## config.mk

```make
export PLATFORM = sky130hd
export DESIGN_NAME = ts_core
export DESIGN_NICKNAME = d
export VERILOG_FILES = /design/src/ts_pkg.sv /design/src/ts_core.sv
export VERILOG_INCLUDE_DIRS = /design/src
export SDC_FILE = /design/constraint.sdc
export NUM_CORES = 1
export LEC_CHECK = 0
export ABC_AREA = 1
export BUFFER_PORTS_ARGS = -buffer_cell sky130_fd_sc_hd__buf_2
export CAP_MARGIN = 5
export CORE_ASPECT_RATIO = 0.8
export CORE_UTILIZATION = 60
export DETAILED_ROUTE_END_ITERATION = 7
export PLACE_DENSITY_LB_ADDON = 0.1
export SYNTH_ARGS = -nofsm -noshare
export SYNTH_HDL_FRONTEND = slang
export SYNTH_SLANG_ARGS = --single-unit
```

## constraint.sdc

```tcl
create_clock -name clk_sys_in -period 3.6 [get_ports clk_sys_in]
set_input_delay 0.72 -clock clk_sys_in [delete_from_list [all_inputs] [get_ports clk_sys_in]]
set_output_delay 0.72 -clock clk_sys_in [all_outputs]
set_load 0.02 [all_outputs]
```

## src/ts_consts.svh

```systemverilog
// Purpose: Constant values of the dual temperature sensor register core
// Assumes: 250 MHz core clock
// Notes: Indices are command-byte values
`ifndef TS_CONSTS_SVH
`define TS_CONSTS_SVH
// Read indices
`define TS_IDX_LOCAL_TEMP 8'h00
`define TS_IDX_REMOTE_TEMP 8'h01
`define TS_IDX_STATUS 8'h02
`define TS_IDX_SETUP_RD 8'h03
`define TS_IDX_RATE_RD 8'h04
`define TS_IDX_LHI_RD 8'h05
`define TS_IDX_LLO_RD 8'h06
`define TS_IDX_RHI_RD 8'h07
`define TS_IDX_RLO_RD 8'h08
// Write indices, then fraction and identity read indices
`define TS_IDX_SETUP_WR 8'h09
`define TS_IDX_RATE_WR 8'h0A
`define TS_IDX_LHI_WR 8'h0B
`define TS_IDX_LLO_WR 8'h0C
`define TS_IDX_RHI_WR 8'h0D
`define TS_IDX_RLO_WR 8'h0E
`define TS_IDX_ONE_SHOT 8'h0F
`define TS_IDX_REMOTE_FRAC 8'h10
`define TS_IDX_LOCAL_FRAC 8'h11
`define TS_IDX_PART_ID 8'hFE
`define TS_IDX_PART_REV 8'hFF
// Reset values and open-diode reading
`define TS_RST_INDEX 8'h00
`define TS_RST_SETUP 8'h00
`define TS_RST_RATE 8'h02
`define TS_RST_UPPER 8'h7F
`define TS_RST_LOWER 8'hC9
`define TS_RST_TEMP 8'h00
`define TS_OPEN_TEMP 8'h80
// Setup bit positions
`define TS_SETUP_ALERT_SUPPRESS 7
`define TS_SETUP_STANDBY 6
`define TS_SETUP_EXT_LOW 5
`define TS_SETUP_RCANCEL 4
`define TS_SETUP_JUNCTION 3
// Status bit positions
`define TS_STAT_BUSY 7
`define TS_STAT_LOCAL_OVER 6
`define TS_STAT_LOCAL_UNDER 5
`define TS_STAT_REMOTE_OVER 4
`define TS_STAT_REMOTE_UNDER 3
`define TS_STAT_OPEN 2
// Fastest rate code giving extended mode (1 Hz)
`define TS_RATE_EXT_MAX 3'h4
// Extended low limit, in eighths of a degree (-64 C)
`define TS_EXT_LOW_MIN 11'h600
// Timing: period at rate code 0 (0.0625 Hz) and clock rate
`define TS_BASE_PERIOD_MS 16000
`define TS_CLK_KHZ 250000
`define TS_BASE_PERIOD_CYC (64'd`TS_BASE_PERIOD_MS * 64'd`TS_CLK_KHZ)
`endif

```

## src/ts_pkg.sv

```systemverilog
// Purpose: Types of the dual temperature sensor register core
// Assumes: Used through ts_pkg:: scoping only
// Notes: Strap codes come from the three-state pad detector
package ts_pkg;
	// Conversion control states, Gray coded
	typedef enum logic [1:0] {
		TS_ST_IDLE = 2'b00,
		TS_ST_CONV = 2'b01
	} ts_state_t;
	// Three-state strap levels
	typedef enum logic [1:0] {
		TS_STRAP_LOW = 2'b00,
		TS_STRAP_OPEN = 2'b01,
		TS_STRAP_HIGH = 2'b10
	} ts_strap_t;
endpackage : ts_pkg

```

## src/ts_core.sv

```systemverilog
// Purpose: Command-indexed register bank and conversion control
// Assumes: Protocol engine and front end run on clk_sys_in
// Notes: Temperatures arrive as signed eighths of a degree
// Notes on behaviour
// - Read map: status, setup, rate, four limits
// - Write indices update setup, rate, limits, trigger
// - Fraction bytes at 10h and 11h, reset zero
// - Reset: rate 02h, upper 7Fh, lower C9h
// - Fixed identity and revision codes readable
// - Setup bit 7 suppresses the alert output
// - Setup bit 6 or a low standby pin selects standby, else autoconvert
// - Setup bit 5 extends low range to -64
// - Setup bit 4 cancellation; low bits reset zero
// - Fraction and cancellation only at 1Hz or slower
// - Status bit 7 shows conversion busy
// - Status alarm and open flags; low bits zero
// - Status read clears flags whose cause ended
// - Status read also releases alert latch if cause ended
// - Register reads never collide with result updates
// - Only rate bits 2 to 0 are decoded
// - Rate codes double frequency from 0.0625 Hz
// - Results valid one conversion after any start
// - Slave address decoded from two three-state straps
// - Straps sampled once after reset, then held
// - Power-up clears alert, index zero, autoconverts
// - One-shot ignored when busy; restarts rate timer
// - Alarm when temperature reaches a threshold
// - Open diode loads 80h and sets flag
// - Alert response clears latch if cause ended
`timescale 1ns/1ps
`include "ts_consts.svh"
module ts_core #(
	parameter logic [31:0] BASE_PERIOD_CYC = 32'(`TS_BASE_PERIOD_CYC),
	parameter logic [7:0] PART_ID = 8'h5A, // Arbitrary value
	parameter logic [7:0] PART_REV = 8'h01 // Arbitrary value
) (
	input wire logic clk_sys_in,
	input wire logic srst_in,
	input wire logic cmd_valid_in,
	input wire logic cmd_has_data_in,
	input wire logic [7:0] cmd_index_in,
	input wire logic [7:0] cmd_data_in,
	input wire logic rd_req_in,
	input wire logic ara_req_in,
	input wire logic [1:0] address_strap_a_in,
	input wire logic [1:0] address_strap_b_in,
	input wire logic standby_pin_n_in,
	input wire logic conv_done_in,
	input wire logic [10:0] local_temp_in,
	input wire logic [10:0] remote_temp_in,
	input wire logic remote_open_in,
	output logic [7:0] rd_data_out,
	output logic rd_valid_out,
	output logic [7:0] ara_data_out,
	output logic ara_valid_out,
	output logic [6:0] slave_addr_out,
	output logic alert_o_out,
	output logic alert_oe_n_out,
	output logic conv_start_out,
	output logic conv_rcancel_out,
	output logic conv_extended_out
);
	logic [7:0] index_reg;
	logic [7:0] setup_reg;
	logic [7:0] rate_reg;
	logic [7:0] lhi_reg;
	logic [7:0] llo_reg;
	logic [7:0] rhi_reg;
	logic [7:0] rlo_reg;
	logic [7:0] ltemp_reg;
	logic [7:0] rtemp_reg;
	logic [7:0] lfrac_reg;
	logic [7:0] rfrac_reg;
	logic [7:0] lfrac_snap_reg;
	logic [7:0] rfrac_snap_reg;
	logic [4:0] flags_reg;
	logic [4:0] cond_reg;
	logic alert_reg;
	logic strap_done_reg;
	logic standby_pin_meta_reg;
	logic standby_pin_sync_reg;
	logic [1:0] strap_a_meta_reg;
	logic [1:0] strap_a_sync_reg;
	logic [1:0] strap_b_meta_reg;
	logic [1:0] strap_b_sync_reg;
	logic [31:0] timer_reg;
	logic start_pend_reg;
	ts_pkg::ts_state_t state_reg;
	logic wr_hit;
	logic one_shot;
	logic standby;
	logic ext_mode;
	logic auto_start;
	logic do_start;
	logic status_rd;
	logic [31:0] period;
	logic [10:0] lclamp;
	logic [10:0] rclamp;
	logic [4:0] cond_now;
	logic [7:0] status_val;

	// Two strap codes to the seven-bit slave address
	function automatic logic [6:0] strap_dec(input logic [1:0] a, input logic [1:0] b);
		logic [3:0] hi;
		logic [2:0] lo_a;
		logic [2:0] lo_b;
		hi = 4'h3;
		lo_a = 3'h0;
		lo_b = 3'h0;
		// Strap a picks the upper group and a low offset of 0, 1 or 4
		unique case (a)
			ts_pkg::TS_STRAP_LOW: begin
				hi = 4'h3;
				lo_a = 3'h0;
			end
			ts_pkg::TS_STRAP_OPEN: begin
				hi = 4'h5;
				lo_a = 3'h1;
			end
			default: begin
				hi = 4'h9;
				lo_a = 3'h4;
			end
		endcase
		// Strap b adds 0, 1 or 2
		unique case (b)
			ts_pkg::TS_STRAP_LOW: lo_b = 3'h0;
			ts_pkg::TS_STRAP_OPEN: lo_b = 3'h1;
			default: lo_b = 3'h2;
		endcase
		return {hi, 3'(lo_a + lo_b)};
	endfunction : strap_dec

	// Clamp a reading to the reportable low end
	function automatic logic [10:0] clamp_low(input logic [10:0] t, input logic ext);
		logic [10:0] lim;
		lim = ext ? `TS_EXT_LOW_MIN : 11'h000;
		return ($signed(t) < $signed(lim)) ? lim : t;
	endfunction : clamp_low

	// Register read mux
	function automatic logic [7:0] rd_mux(input logic [7:0] idx, input logic [7:0] st);
		logic [7:0] v;
		v = 8'h00;
		unique case (idx)
			`TS_IDX_LOCAL_TEMP: v = ltemp_reg;
			`TS_IDX_REMOTE_TEMP: v = rtemp_reg;
			`TS_IDX_STATUS: v = st;
			`TS_IDX_SETUP_RD: v = setup_reg;
			`TS_IDX_RATE_RD: v = rate_reg;
			`TS_IDX_LHI_RD: v = lhi_reg;
			`TS_IDX_LLO_RD: v = llo_reg;
			`TS_IDX_RHI_RD: v = rhi_reg;
			`TS_IDX_RLO_RD: v = rlo_reg;
			`TS_IDX_REMOTE_FRAC: v = rfrac_snap_reg;
			`TS_IDX_LOCAL_FRAC: v = lfrac_snap_reg;
			`TS_IDX_PART_ID: v = PART_ID;
			`TS_IDX_PART_REV: v = PART_REV;
			default: v = 8'h00;
		endcase
		return v;
	endfunction : rd_mux

	// Write decode and mode terms
	assign wr_hit = cmd_valid_in & cmd_has_data_in;
	assign one_shot = cmd_valid_in & (cmd_index_in == `TS_IDX_ONE_SHOT);
	// Standby from setup bit or pin
	assign standby = setup_reg[`TS_SETUP_STANDBY] | ~standby_pin_sync_reg;
	// Extended mode at 1 Hz or slower
	assign ext_mode = (rate_reg[2:0] <= `TS_RATE_EXT_MAX);
	assign period = BASE_PERIOD_CYC >> rate_reg[2:0];
	assign auto_start = ~standby & (start_pend_reg | (timer_reg >= period));
	// Start only when no conversion runs
	assign do_start = (state_reg == ts_pkg::TS_ST_IDLE) & (one_shot | auto_start);
	assign status_rd = rd_req_in & (index_reg == `TS_IDX_STATUS);
	// Clamp readings to the low range
	assign lclamp = clamp_low(local_temp_in, setup_reg[`TS_SETUP_EXT_LOW]);
	assign rclamp = clamp_low(remote_temp_in, setup_reg[`TS_SETUP_EXT_LOW]);
	// Alarm conditions of the new results
	assign cond_now[4] = $signed(lclamp[10:3]) >= $signed(lhi_reg);
	assign cond_now[3] = $signed(lclamp[10:3]) <= $signed(llo_reg);
	assign cond_now[2] = ~remote_open_in & ($signed(rclamp[10:3]) >= $signed(rhi_reg));
	assign cond_now[1] = ~remote_open_in & ($signed(rclamp[10:3]) <= $signed(rlo_reg));
	assign cond_now[0] = remote_open_in;
	assign status_val = {(state_reg == ts_pkg::TS_ST_CONV), flags_reg, 2'b00};

	// Standby pin synchroniser
	always_ff @(posedge clk_sys_in) begin
		standby_pin_meta_reg <= standby_pin_n_in;
		standby_pin_sync_reg <= standby_pin_meta_reg;
	end

	// Strap pad synchronisers, settled well before reset ends
	always_ff @(posedge clk_sys_in) begin
		strap_a_meta_reg <= address_strap_a_in;
		strap_a_sync_reg <= strap_a_meta_reg;
		strap_b_meta_reg <= address_strap_b_in;
		strap_b_sync_reg <= strap_b_meta_reg;
	end

	always_ff @(posedge clk_sys_in) begin
		if (srst_in) begin
			strap_done_reg <= 1'b0;
			slave_addr_out <= 7'h00;
		end else if (!strap_done_reg) begin
			strap_done_reg <= 1'b1;
			slave_addr_out <= strap_dec(strap_a_sync_reg, strap_b_sync_reg);
		end
	end

	always_ff @(posedge clk_sys_in) begin
		if (srst_in) begin
			index_reg <= `TS_RST_INDEX;
		end else if (cmd_valid_in) begin
			index_reg <= cmd_index_in;
		end
	end

	always_ff @(posedge clk_sys_in) begin
		if (srst_in) begin
			setup_reg <= `TS_RST_SETUP;
			rate_reg <= `TS_RST_RATE;
			lhi_reg <= `TS_RST_UPPER;
			llo_reg <= `TS_RST_LOWER;
			rhi_reg <= `TS_RST_UPPER;
			rlo_reg <= `TS_RST_LOWER;
		end else if (wr_hit) begin
			unique case (cmd_index_in)
				`TS_IDX_SETUP_WR: setup_reg <= {cmd_data_in[7:3], 3'b000};
				`TS_IDX_RATE_WR: rate_reg <= cmd_data_in;
				`TS_IDX_LHI_WR: lhi_reg <= cmd_data_in;
				`TS_IDX_LLO_WR: llo_reg <= cmd_data_in;
				`TS_IDX_RHI_WR: rhi_reg <= cmd_data_in;
				`TS_IDX_RLO_WR: rlo_reg <= cmd_data_in;
				default: ;
			endcase
		end
	end

	// Conversion state, first start right after reset
	always_ff @(posedge clk_sys_in) begin
		if (srst_in) begin
			state_reg <= ts_pkg::TS_ST_IDLE;
			start_pend_reg <= 1'b1;
			conv_start_out <= 1'b0;
		end else begin
			conv_start_out <= do_start;
			unique case (state_reg)
				ts_pkg::TS_ST_IDLE: begin
					if (do_start) begin
						state_reg <= ts_pkg::TS_ST_CONV;
						start_pend_reg <= 1'b0;
					end
				end
				ts_pkg::TS_ST_CONV: begin
					if (conv_done_in) begin
						state_reg <= ts_pkg::TS_ST_IDLE;
					end
					if (timer_reg >= period) begin
						start_pend_reg <= 1'b1;
					end
				end
			endcase
		end
	end

	// Rate timer restarts on every start
	always_ff @(posedge clk_sys_in) begin
		if (srst_in) begin
			timer_reg <= 32'h0000_0000;
		end else if (do_start) begin
			timer_reg <= 32'h0000_0001;
		end else if (timer_reg < period) begin
			timer_reg <= timer_reg + 32'h0000_0001;
		end
	end

	// Mode levels to the front end
	always_ff @(posedge clk_sys_in) begin
		if (srst_in) begin
			conv_rcancel_out <= 1'b0;
			conv_extended_out <= 1'b0;
		end else begin
			conv_rcancel_out <= setup_reg[`TS_SETUP_RCANCEL] & ext_mode;
			conv_extended_out <= ext_mode;
		end
	end

	always_ff @(posedge clk_sys_in) begin
		if (srst_in) begin
			ltemp_reg <= `TS_RST_TEMP;
			rtemp_reg <= `TS_RST_TEMP;
			lfrac_reg <= `TS_RST_TEMP;
			rfrac_reg <= `TS_RST_TEMP;
			cond_reg <= 5'h00;
		end else if (conv_done_in && state_reg == ts_pkg::TS_ST_CONV) begin
			ltemp_reg <= lclamp[10:3];
			lfrac_reg <= ext_mode ? {lclamp[2:0], 5'h00} : 8'h00;
			rtemp_reg <= remote_open_in ? `TS_OPEN_TEMP : rclamp[10:3];
			rfrac_reg <= (ext_mode && !remote_open_in) ? {rclamp[2:0], 5'h00} : 8'h00;
			cond_reg <= cond_now;
		end
	end

	// Fraction snapshot taken with the main byte
	always_ff @(posedge clk_sys_in) begin
		if (srst_in) begin
			lfrac_snap_reg <= `TS_RST_TEMP;
			rfrac_snap_reg <= `TS_RST_TEMP;
		end else if (rd_req_in) begin
			if (index_reg == `TS_IDX_LOCAL_TEMP) begin
				lfrac_snap_reg <= lfrac_reg;
			end
			if (index_reg == `TS_IDX_REMOTE_TEMP) begin
				rfrac_snap_reg <= rfrac_reg;
			end
		end
	end

	// Sticky flags, set wins over clear
	always_ff @(posedge clk_sys_in) begin
		if (srst_in) begin
			flags_reg <= 5'h00;
		end else begin
			flags_reg <= (status_rd ? (flags_reg & cond_reg) : flags_reg) |
				((conv_done_in && state_reg == ts_pkg::TS_ST_CONV) ? cond_now : 5'h00);
		end
	end

	// Alert latch clears only once cause ended
	always_ff @(posedge clk_sys_in) begin
		if (srst_in) begin
			alert_reg <= 1'b0;
		end else if (conv_done_in && state_reg == ts_pkg::TS_ST_CONV && |cond_now) begin
			alert_reg <= 1'b1;
		end else if ((status_rd || (ara_req_in && alert_reg)) && !(|cond_reg)) begin
			alert_reg <= 1'b0;
		end
	end

	// Open-drain alert, suppressed by setup bit 7
	always_ff @(posedge clk_sys_in) begin
		if (srst_in) begin
			alert_o_out <= 1'b0;
			alert_oe_n_out <= 1'b1;
		end else begin
			alert_o_out <= 1'b0;
			alert_oe_n_out <= ~(alert_reg & ~setup_reg[`TS_SETUP_ALERT_SUPPRESS]);
		end
	end

	always_ff @(posedge clk_sys_in) begin
		if (srst_in) begin
			rd_data_out <= 8'h00;
			rd_valid_out <= 1'b0;
		end else begin
			rd_valid_out <= rd_req_in;
			if (rd_req_in) begin
				rd_data_out <= rd_mux(index_reg, status_val);
			end
		end
	end

	// Alert response returns address and one
	always_ff @(posedge clk_sys_in) begin
		if (srst_in) begin
			ara_data_out <= 8'h00;
			ara_valid_out <= 1'b0;
		end else begin
			ara_valid_out <= ara_req_in & alert_reg;
			if (ara_req_in) begin
				ara_data_out <= {slave_addr_out, 1'b1};
			end
		end
	end
endmodule : ts_core

```

==> qor.yml, run 1 <==
port_buffers: 79
grt_pass1_wl_um: 41520
min_from: "strap_b_meta_reg[1]"
drv_slew: 0
fp.dieW_um: 139.9
start_kind: "register"
row_count: 39
cts-buffers-inserted: 17
ys_seq_area_share_pct: 35.95
r2r_start: "rate_reg[0]"
via_count: 8976
grt_overflow: 0
clock_tree.buffer_depth: 2
antennaDiodeCount: 0
syn-num-nets: 1448
ys_types: 43
clockPowerShare_pct: 45.0
post-route-period-util_pct: 89.87
crit_required_ns: 3.91
root_buffer: "clkbuf_16"
crit_path_end_kind: "register"
wl_per_cell_um: 16.60
p_switching_mw: 1.123
power.internal_mw: 2.876
cts_tree: "yes"
initialDrtViolationCount: 1159
use_met1_pct: 53.50
nFillCells: 1317
pwr-share-seq_pct: 47.0
dieArea_mm2: 0.01572
antenna_found_initial: 0
start_util_pct: 62.59
area_growth_syn_to_layout_pct: 11.88
cpMaxStageDelayCell: "dfxtp_1"
crit_path_cell_trace: "inv_1, ha_1, nor2_1, a21oi_1, ha_1, nand2_1, nor2_1, nand3_1, nor3b_2, nand2_1, nand3_1, nand2_1, nand2_1, nand2_1, nand2_1, buf_4, nor2_1"
peakVddDrop_mv: 0.4962
avgViaCountPerCell: 5.638
clk_pin_slew_ns: 0.07
rsz0062_at_grt: "no"
setup_tns_ns: 0
hpwlAfterDp_um: 20250
die_height_um: 112.3
crit_start: "rate_reg[0]"
async_flop_share_pct: 0
synth_area_per_cell_um2: 6.882
hold_path.class: "reg -> reg"
h-tree-depth: 4
grt_pass1_vias: 7814
use_met2_pct: 46.07
synth_area_mm2: 0.009133
core_area_mm2: 0.01459
crit_family: "simple AND/OR/NAND/NOR gates"
synth_top_area_share_pct: 35.95
synthTopCellsByCount: "310 x nand2_1, 201 x inv_1, 164 x dfxtp_1"
fin_area_mm2: 0.01022
dominantRegCellSynth: "dfxtp_1"
busiest_layer: "met1"
ys_seq_elements: 164
largest_register_ffs: 32
place_area_mm2: 0.009630
netSwitchingFraction_pct: 28.08
drive_gt1_share_pct: 9.659
ios: 81
p_leak_nw: 4.943
worst_slew_margin_rel_pct: 55.19
synth.area.top_cells: "dfxtp_1 36%, nand2_1 13%, ha_1 9.3%"
cp_common_cell: "nand2_1"
tightest_slew_ns: 0.6671
path_buf_inv: 2
status: "complete, no violations"
synth.most_common_cell: "nand2_1"
wirelength_um: 26440
clk_latency_ns: 0.44
synth_cells: 1327
critPathMaxFanout: 31
synth-warning-count: 0
gp_congestion: 0.9946
drv_cap: 0
grt_max_degree: 42
yosysTopAreaCell: "dfxtp_1"
comb_power_share_pct: 8.0
track_usage_pct: 34.58
max_clock_freq_mhz: 309.1
setup_viol: 0
clock_skew_ns: 0.008510
grt_use_met3_pct: 10.07
holdBufCountCts: 0
clock-sinks: 164
cp_slowest_stage_delay_ns: 0.46
worstSetupPathType: "reg -> reg"
power.total_mw: 3.999
ant_nets: 0
drtPass1Iterations: 6
hold_violations: 0
power.density_mw_per_mm2: 391.4
drc: 0
nNetsFinal: 1516
finalCriticalPeriod_ns: 3.235
synth_edf_count: 0
cts_setup_buffers: 0
crit_arrival_ns: 3.54
[layout by cell type, fill, tap and decap left out, types with 5 or more instances in the layout]
master and count:
xor2_1 17, nand3_2 6, a21oi_1 70, nand4_1 8, o21ai_0 113, dfxtp_1 164
buf_2 79, nand3_1 51, nand2_1 310, ha_1 68, buf_4 5, clkbuf_16 17
xnor2_1 8, o22ai_1 17, nor3_1 36, nor2_1 156, inv_1 200, o211ai_1 28
[kinds of logic after synthesis]
| logic type | synth area share, % |
|---|---|
| other | 0.04106 |
| XOR/XNOR | 2.398 |
| AND/OR/NAND/NOR | 26.69 |
| AO/OA/AOI/OAI | 14.77 |
| flip-flops | 35.95 |
| buffers and inverters | 10.40 |
| adder cells (fa/ha/maj) | 9.755 |
[per-layer routing]
layer / vias to the layer above / routed length [µm]
met2: 463 / 10150
li1: 4397 / -
met4: 0 / 353
met5: - / 0
met3: 32 / 3224
met1: 4084 / 12710
[worst paths after layout]
path	endpoint	slack, ns	cells past startpoint
setup / recovery	timer_reg[21]	0.36	17
hold / removal	strap_b_sync_reg[1]	0.33	0
setup reg to reg	timer_reg[21]	0.36	17
hold reg to reg	strap_b_sync_reg[1]	0.33	0
[timing repair]
item / in CTS / in global routing
hold endpoints to repair: 0 / 0
endpoints found under the setup margin: 0 / 7
resized for setup: 0 / 2
[stage by stage]
step                instances  worst slack, ns  hold WS (ns)  util [%]
floorplan                1327            1.055        0.3096         -
global placement         1560           0.4486        0.3098     66.01
detailed placement       1560           0.3766        0.3135     66.01
CTS                      1592           0.3269        0.3305     69.99
global route             1592          0.06449        0.3316     70.03
finish                   1592           0.3647        0.3291     70.03
[worst reg2reg max path: stages (launching register included)]
cell	delay [ns]
dfxtp_1	0.46
inv_1	0.20
ha_1	0.35
nor2_1	0.20
a21oi_1	0.09
ha_1	0.28
nand2_1	0.07
nor2_1	0.19
nand3_1	0.11
nor3b_2	0.20
nand2_1	0.10
nand3_1	0.10
nand2_1	0.05
nand2_1	0.12
nand2_1	0.09
nand2_1	0.06
buf_4	0.36
nor2_1	0.09
[power groups by stage]
stage               Combinational (mW)  Sequential, mW  Clock (mW)
floorplan                        0.184            1.93           0
global placement                 0.307            1.92           0
detailed placement               0.311            1.92           0
CTS                              0.313            1.88        1.81
global route                     0.354            1.89        1.88
finish                           0.319            1.88        1.80
[layout make-up]
cell class / instances / area (µm²) / area share (%)
clock inverters: 15 / 156.4 / 1.531
repair buffers: 85 / 444.2 / 4.347
well taps: 184 / 230.2 / 2.253
flip-flops and latches: 164 / 3283 / 32.13
clock buffers: 17 / 425.4 / 4.164
inverters: 207 / 778.2 / 7.617
multi-input cells: 920 / 4900 / 47.95
No activity file was read; power rests on OpenSTA's default activity.
==> run 2, diff against run 1 <==
- CTS_BUF_LIST: unset -> sky130_fd_sc_hd__clkbuf_4 sky130_fd_sc_hd__clkbuf_8 sky130_fd_sc_hd__clkbuf_16
- GPL_ROUTABILITY_DRIVEN: unset -> 0
==> run 2 against run 1 <==
Final area increased by 0.32%. Global-route usage down 0.31 points. First-iteration DRC count decreased by 22%. Clock skew is 0.0038 ns higher. Wire length down 1.4%. Count of clock-buffer cells in the layout unchanged. Critical path depth is 1 higher. Combinational power is essentially flat. Sequential share of layout area down 0.10 points. Power increased by 0.70%. Register-to-register slack lost 0.03 ns. Maximum frequency shrank 0.96%. Critical endpoint is now timer_reg[24]. Largest power group unchanged.
==> qor.yml, run 2 (same netlist as run 1, synthesis figures left out) <==
wirelength_um: 26070
avgViaCountPerCell: 5.632
hold_violations: 0
track_usage_pct: 34.27
ant_nets: 0
min_path_cells: 0
setup_tns_ns: 0
max_clock_freq_mhz: 306.1
crit_required_ns: 3.96
min_from: "strap_b_meta_reg[0]"
worst_slew_margin_rel_pct: 51.25
holdWs_ns: 0.3234
rsz0062_at_grt: "no"
drtPass1Iterations: 5
status: "complete, no violations"
layout_commonest_cell: "nand2_1"
dieArea_mm2: 0.01572
cpMaxStageDelayCell: "dfxtp_1"
use_met1_pct: 51.08
critPathMaxFanout: 24
clockPowerShare_pct: 45.3
fp.dieW_um: 139.9
r2r_start: "rate_reg[0]"
grt_pass1_vias: 8038
cp_common_cell: "nand2_1"
crit_arrival_ns: 3.63
hold_path.class: "reg -> reg"
antenna_found_initial: 2
cts_tree: "yes"
grt_use_met3_pct: 11.60
die_height_um: 112.3
netSwitchingFraction_pct: 28.22
hold-path-endpoint: "strap_b_sync_reg[0]"
core_area_mm2: 0.01459
holdBufCountCts: 0
r2r_end: "timer_reg[24]"
clock_skew_ns: 0.01230
peakVddDrop_mv: 0.4865
area_growth_syn_to_layout_pct: 12.23
p_switching_mw: 1.137
finalCriticalPeriod_ns: 3.267
worstSetupPathType: "reg -> reg"
setup_viol: 0
cp_slowest_stage_delay_ns: 0.44
mostFrequentLayoutCells: "310 x nand2_1, 200 x inv_1, 164 x dfxtp_1, 156 x nor2_1, 113 x o21ai_0"
busiest_layer: "met1"
crit_path_cell_trace: "inv_1, ha_1, or2_2, o21ai_0, ha_1, nand2_1, nor2_1, and2_1, nand2_1, nand3_1, nand2_1, nand2_2, clkinv_2, buf_4, nand2_1, o21ai_0, inv_1, nor2_1"
drc: 0
ios: 81
row_count: 39
clk_pin_slew_ns: 0.07
post-route-period-util_pct: 90.74
power.density_mw_per_mm2: 392.9
start_util_pct: 62.59
pwr-share-seq_pct: 46.7
wl_per_cell_um: 16.37
largest_register_ffs: 32
clk_latency_ns: 0.44
use_met2_pct: 45.33
rr_worst_depth: 18
via_count: 8972
drive_gt1_share_pct: 9.659
grt_max_degree: 45
tightest_slew_ns: 0.7257
start_kind: "register"
initialDrtViolationCount: 905
clock_tree.buffer_depth: 2
port_buffers: 79
power.internal_mw: 2.891
hpwlAfterDp_um: 19960
drv_slew: 0
nNetsFinal: 1516
p_leak_nw: 4.957
regToRegSetupSlack_ns: 0.33
h-tree-depth: 4
cts-buffers-inserted: 17
power.total_mw: 4.028
root_buffer: "clkbuf_16"
crit_path_end_kind: "register"
clock-sinks: 164
grt_pass1_wl_um: 41600
drv_cap: 0
comb_power_share_pct: 8.0
grt_overflow: 0
-- run 2: changes by cell type in the layout (fill, tap and decap cells not counted) --
cell,previous run,this run
clkinv_2,2,1
inv_6,3,2
clkinv_4,1,2
buf_4,5,6
clkinvlp_4,3,1
buf_6,1,0
inv_12,1,0
inv_8,4,3
clkinv_8,2,7
diode_2,0,1
-- run 2: metal layers --
metal  share of wire, %  vias up
met5              0.012        -
li1                   -     4407
met2                 38      454
met1                 48     4064
met4                1.8        2
met3                 13       45
-- run 2: power groups by stage --
stage	registers [mW]	logic, mW	clock network (mW)
6_report	1.88	0.322	1.82
5_1_grt	1.89	0.355	1.92
4_1_cts	1.88	0.315	1.85
3_5_place_dp	1.92	0.313	0
3_3_place_gp	1.92	0.307	0
2_1_floorplan	1.93	0.184	0
-- run 2: worst max path at each step --
stage | from | end | slack, ns | cells after the start
after detailed placement | rate_reg[0] | timer_reg[24] | 0.36 | 18
final | rate_reg[0] | timer_reg[24] | 0.33 | 18
after floorplan | rate_reg[0] | timer_reg[19] | 1.05 | 18
after global routing | rate_reg[0] | timer_reg[24] | 0.02 | 18
after global placement | local_temp_in[10] | flags_reg[4] | 0.47 | 13
after CTS | rate_reg[1] | timer_reg[24] | 0.33 | 18
-- run 2: timing repair --
item | in CTS | in global routing
endpoints found under the setup margin | 0 | 2
gates resized for setup | 0 | 1
buffers inserted | 0 | 0
-- run 2: metrics by stage --
stage | util, % | cell area, µm² | setup WS (ns) | std cells
floorplan | - | 9133 | 1.055 | 1327
global placement | 66.01 | 9630 | 0.4716 | 1560
detailed placement | 66.01 | 9630 | 0.3571 | 1560
CTS | 70.23 | 10250 | 0.3255 | 1592
global route | 70.25 | 10250 | 0.02444 | 1593
finish | 70.25 | 10250 | 0.3333 | 1593
-- run 2: layout make-up --
| cell class | count | area [µm²] |
|---|---|---|
| diodes | 1 | 2.502 |
| clock buffers | 17 | 425.4 |
| clock inverters | 15 | 190.2 |
| fillers | 1258 | 4340 |
| inverters | 207 | 778.2 |
| multi-input cells | 920 | 4900 |
| flip-flops and latches | 164 | 3283 |
| well taps | 184 | 230.2 |
| repair buffers | 85 | 440.4 |
-- run 2: worst max-delay path, delay by kind of cell, from the launching register on --
family | cells | cell delay (ns)
and+or+nand+nor | 10 | 1.07
buffers and inverters | 4 | 0.74
adders and majority gates | 2 | 0.60
DFF | 1 | 0.44
AOI/OAI and AO/OA | 2 | 0.33
==> run 3, diff against run 2 <==
- CORE_UTILIZATION: 60 -> 30
==> run 3 against run 2 <==
Hold slack improved by 0.0075 ns. Clock skew rose by 0.0019 ns. Via count fell by 5.8%. Flip-flop and latch count did not move. Maximum frequency rose by 4.9%.
==> qor.yml, run 3 (same netlist as run 1, synthesis figures left out) <==
grt_pass1_wl_um: 46590
r2r_end: "timer_reg[31]"
p_switching_mw: 1.166
rr_worst_depth: 18
hold_path.class: "reg -> reg"
crit_start: "rate_reg[0]"
via_count: 8452
crit_arrival_ns: 3.48
core_area_mm2: 0.02964
die_height_um: 158.1
area_growth_syn_to_layout_pct: 15.40
clock_tree.buffer_depth: 2
drv_cap: 0
hpwlAfterDp_um: 23870
status: "complete, no violations"
grt_max_degree: 45
antenna_found_initial: 0
fp.dieW_um: 197.1
setup_tns_ns: 0
port_buffers: 79
clock_skew_ns: 0.01421
nNetsFinal: 1520
track_usage_pct: 19.97
cts_resized: 0
ant_nets: 0
drive_gt1_share_pct: 9.915
row_count: 56
pwr-share-seq_pct: 46.5
layout_commonest_cell: "nand2_1"
initialDrtViolationCount: 641
largest_register_ffs: 32
clk_pin_slew_ns: 0.08
wirelength_um: 30110
max_clock_freq_mhz: 321.1
root_buffer: "clkbuf_16"
clockPowerShare_pct: 45.3
holdBufCountCts: 0
netSwitchingFraction_pct: 28.81
crit_path_end_kind: "register"
power.density_mw_per_mm2: 383.9
peakVddDrop_mv: 0.3328
power.total_mw: 4.046
worst_slew_margin_rel_pct: 55.70
p_leak_nw: 4.971
wl_per_cell_um: 16.56
hold_violations: 0
avgViaCountPerCell: 4.649
crit_end: "timer_reg[31]"
tightest_slew_ns: 0.6596
clk_latency_ns: 0.44
mostFrequentLayoutCells: "310 x nand2_1, 200 x inv_1, 164 x dfxtp_1, 156 x nor2_1, 113 x o21ai_0"
cts-buffers-inserted: 17
drv_slew: 0
grt_pass1_vias: 7807
cts_tree: "yes"
rsz0062_at_grt: "no"
cts_setup_buffers: 0
h-tree-depth: 4
start_kind: "register"
critPathMaxFanout: 31
ios: 81
antennaDiodeCount: 0
drtPass1Iterations: 5
setup_viol: 0
finalCriticalPeriod_ns: 3.115
grt_overflow: 0
dieArea_mm2: 0.03115
regToRegSetupSlack_ns: 0.49
drc: 0
power.internal_mw: 2.880
r2r_start: "rate_reg[0]"
clock-sinks: 164
post-route-period-util_pct: 86.52
crit_required_ns: 3.96
worstSetupPathType: "reg -> reg"
start_util_pct: 30.81
comb_power_share_pct: 8.3
[run 3: cell count changes in the layout (fill, tap and decap cells not counted)]
cell        previous run  this run
buf_12                 0         1
buf_4                  6         9
clkinv_4               2         1
clkinv_8               7         4
clkinvlp_4             1         2
diode_2                1         0
inv_2                  2         3
inv_6                  2         4
[run 3: area by class of cell]
| type | count | area [µm²] |
|---|---|---|
| timing repair buffer | 89 | 483.0 |
| multi-input combinational | 920 | 4900 |
| fill | 3257 | 19100 |
| clock inverter | 15 | 162.7 |
| sequential | 164 | 3283 |
| inverter | 207 | 777.0 |
| clock buffer | 17 | 425.4 |
| tap | 406 | 508.0 |
[run 3: through the flow]
stage	worst slack, ns	hold slack, ns	instances	cell area [µm²]	utilization, %
after floorplan	1.055	0.3096	1327	9133	-
after global placement	0.2979	0.3126	1786	9951	33.57
after detailed placement	0.3304	0.3121	1786	9951	33.57
after CTS	0.4786	0.3308	1818	10540	35.56
after global routing	0.09537	0.3368	1818	10540	35.56
final	0.4853	0.3309	1818	10540	35.56
[run 3: worst min path at each step]
stage,start,endpoint,slack (ns),cells after the start
5_1_grt,strap_a_meta_reg[1],strap_a_sync_reg[1],0.34,0
3_3_place_gp,strap_b_meta_reg[0],strap_b_sync_reg[0],0.31,0
3_5_place_dp,strap_a_meta_reg[1],strap_a_sync_reg[1],0.31,0
4_1_cts,strap_b_meta_reg[0],strap_b_sync_reg[0],0.33,0
2_1_floorplan,standby_pin_meta_reg,standby_pin_sync_reg,0.31,0
6_report,strap_b_meta_reg[0],strap_b_sync_reg[0],0.33,0
[run 3: critical path: stages (launching register included)]
cell and delay, ns:
dfxtp_1 0.45, inv_1 0.20, ha_1 0.31, or2_2 0.34
o21ai_0 0.22, ha_1 0.29, nand2_1 0.08, nor2_1 0.05
and2_1 0.14, nand2_1 0.06, nand3_1 0.06, nand2_1 0.09
nand3_1 0.08, nand2_1 0.07, nand2_1 0.08, nand2_1 0.09
nand2_1 0.05, buf_4 0.24, nor2_1 0.12
[run 3: per-layer routing]
| layer | vias to the layer above | global-route usage, % | part of all wire [%] |
|---|---|---|---|
| met5 | - | 0 | 0 |
| met3 | 11 | 3.963 | 5.5 |
| met2 | 177 | 26.17 | 37 |
| met4 | 0 | 3.618 | 0.62 |
| met1 | 3862 | 32.36 | 57 |
| li1 | 4402 | - | - |
[run 3: power groups by stage]
stage | logic (mW) | registers [mW] | clock network, mW
3_3_place_gp | 0.333 | 1.92 | 0
2_1_floorplan | 0.184 | 1.93 | 0
5_1_grt | 0.373 | 1.89 | 1.96
3_5_place_dp | 0.333 | 1.92 | 0
6_report | 0.334 | 1.88 | 1.83
4_1_cts | 0.334 | 1.88 | 1.88
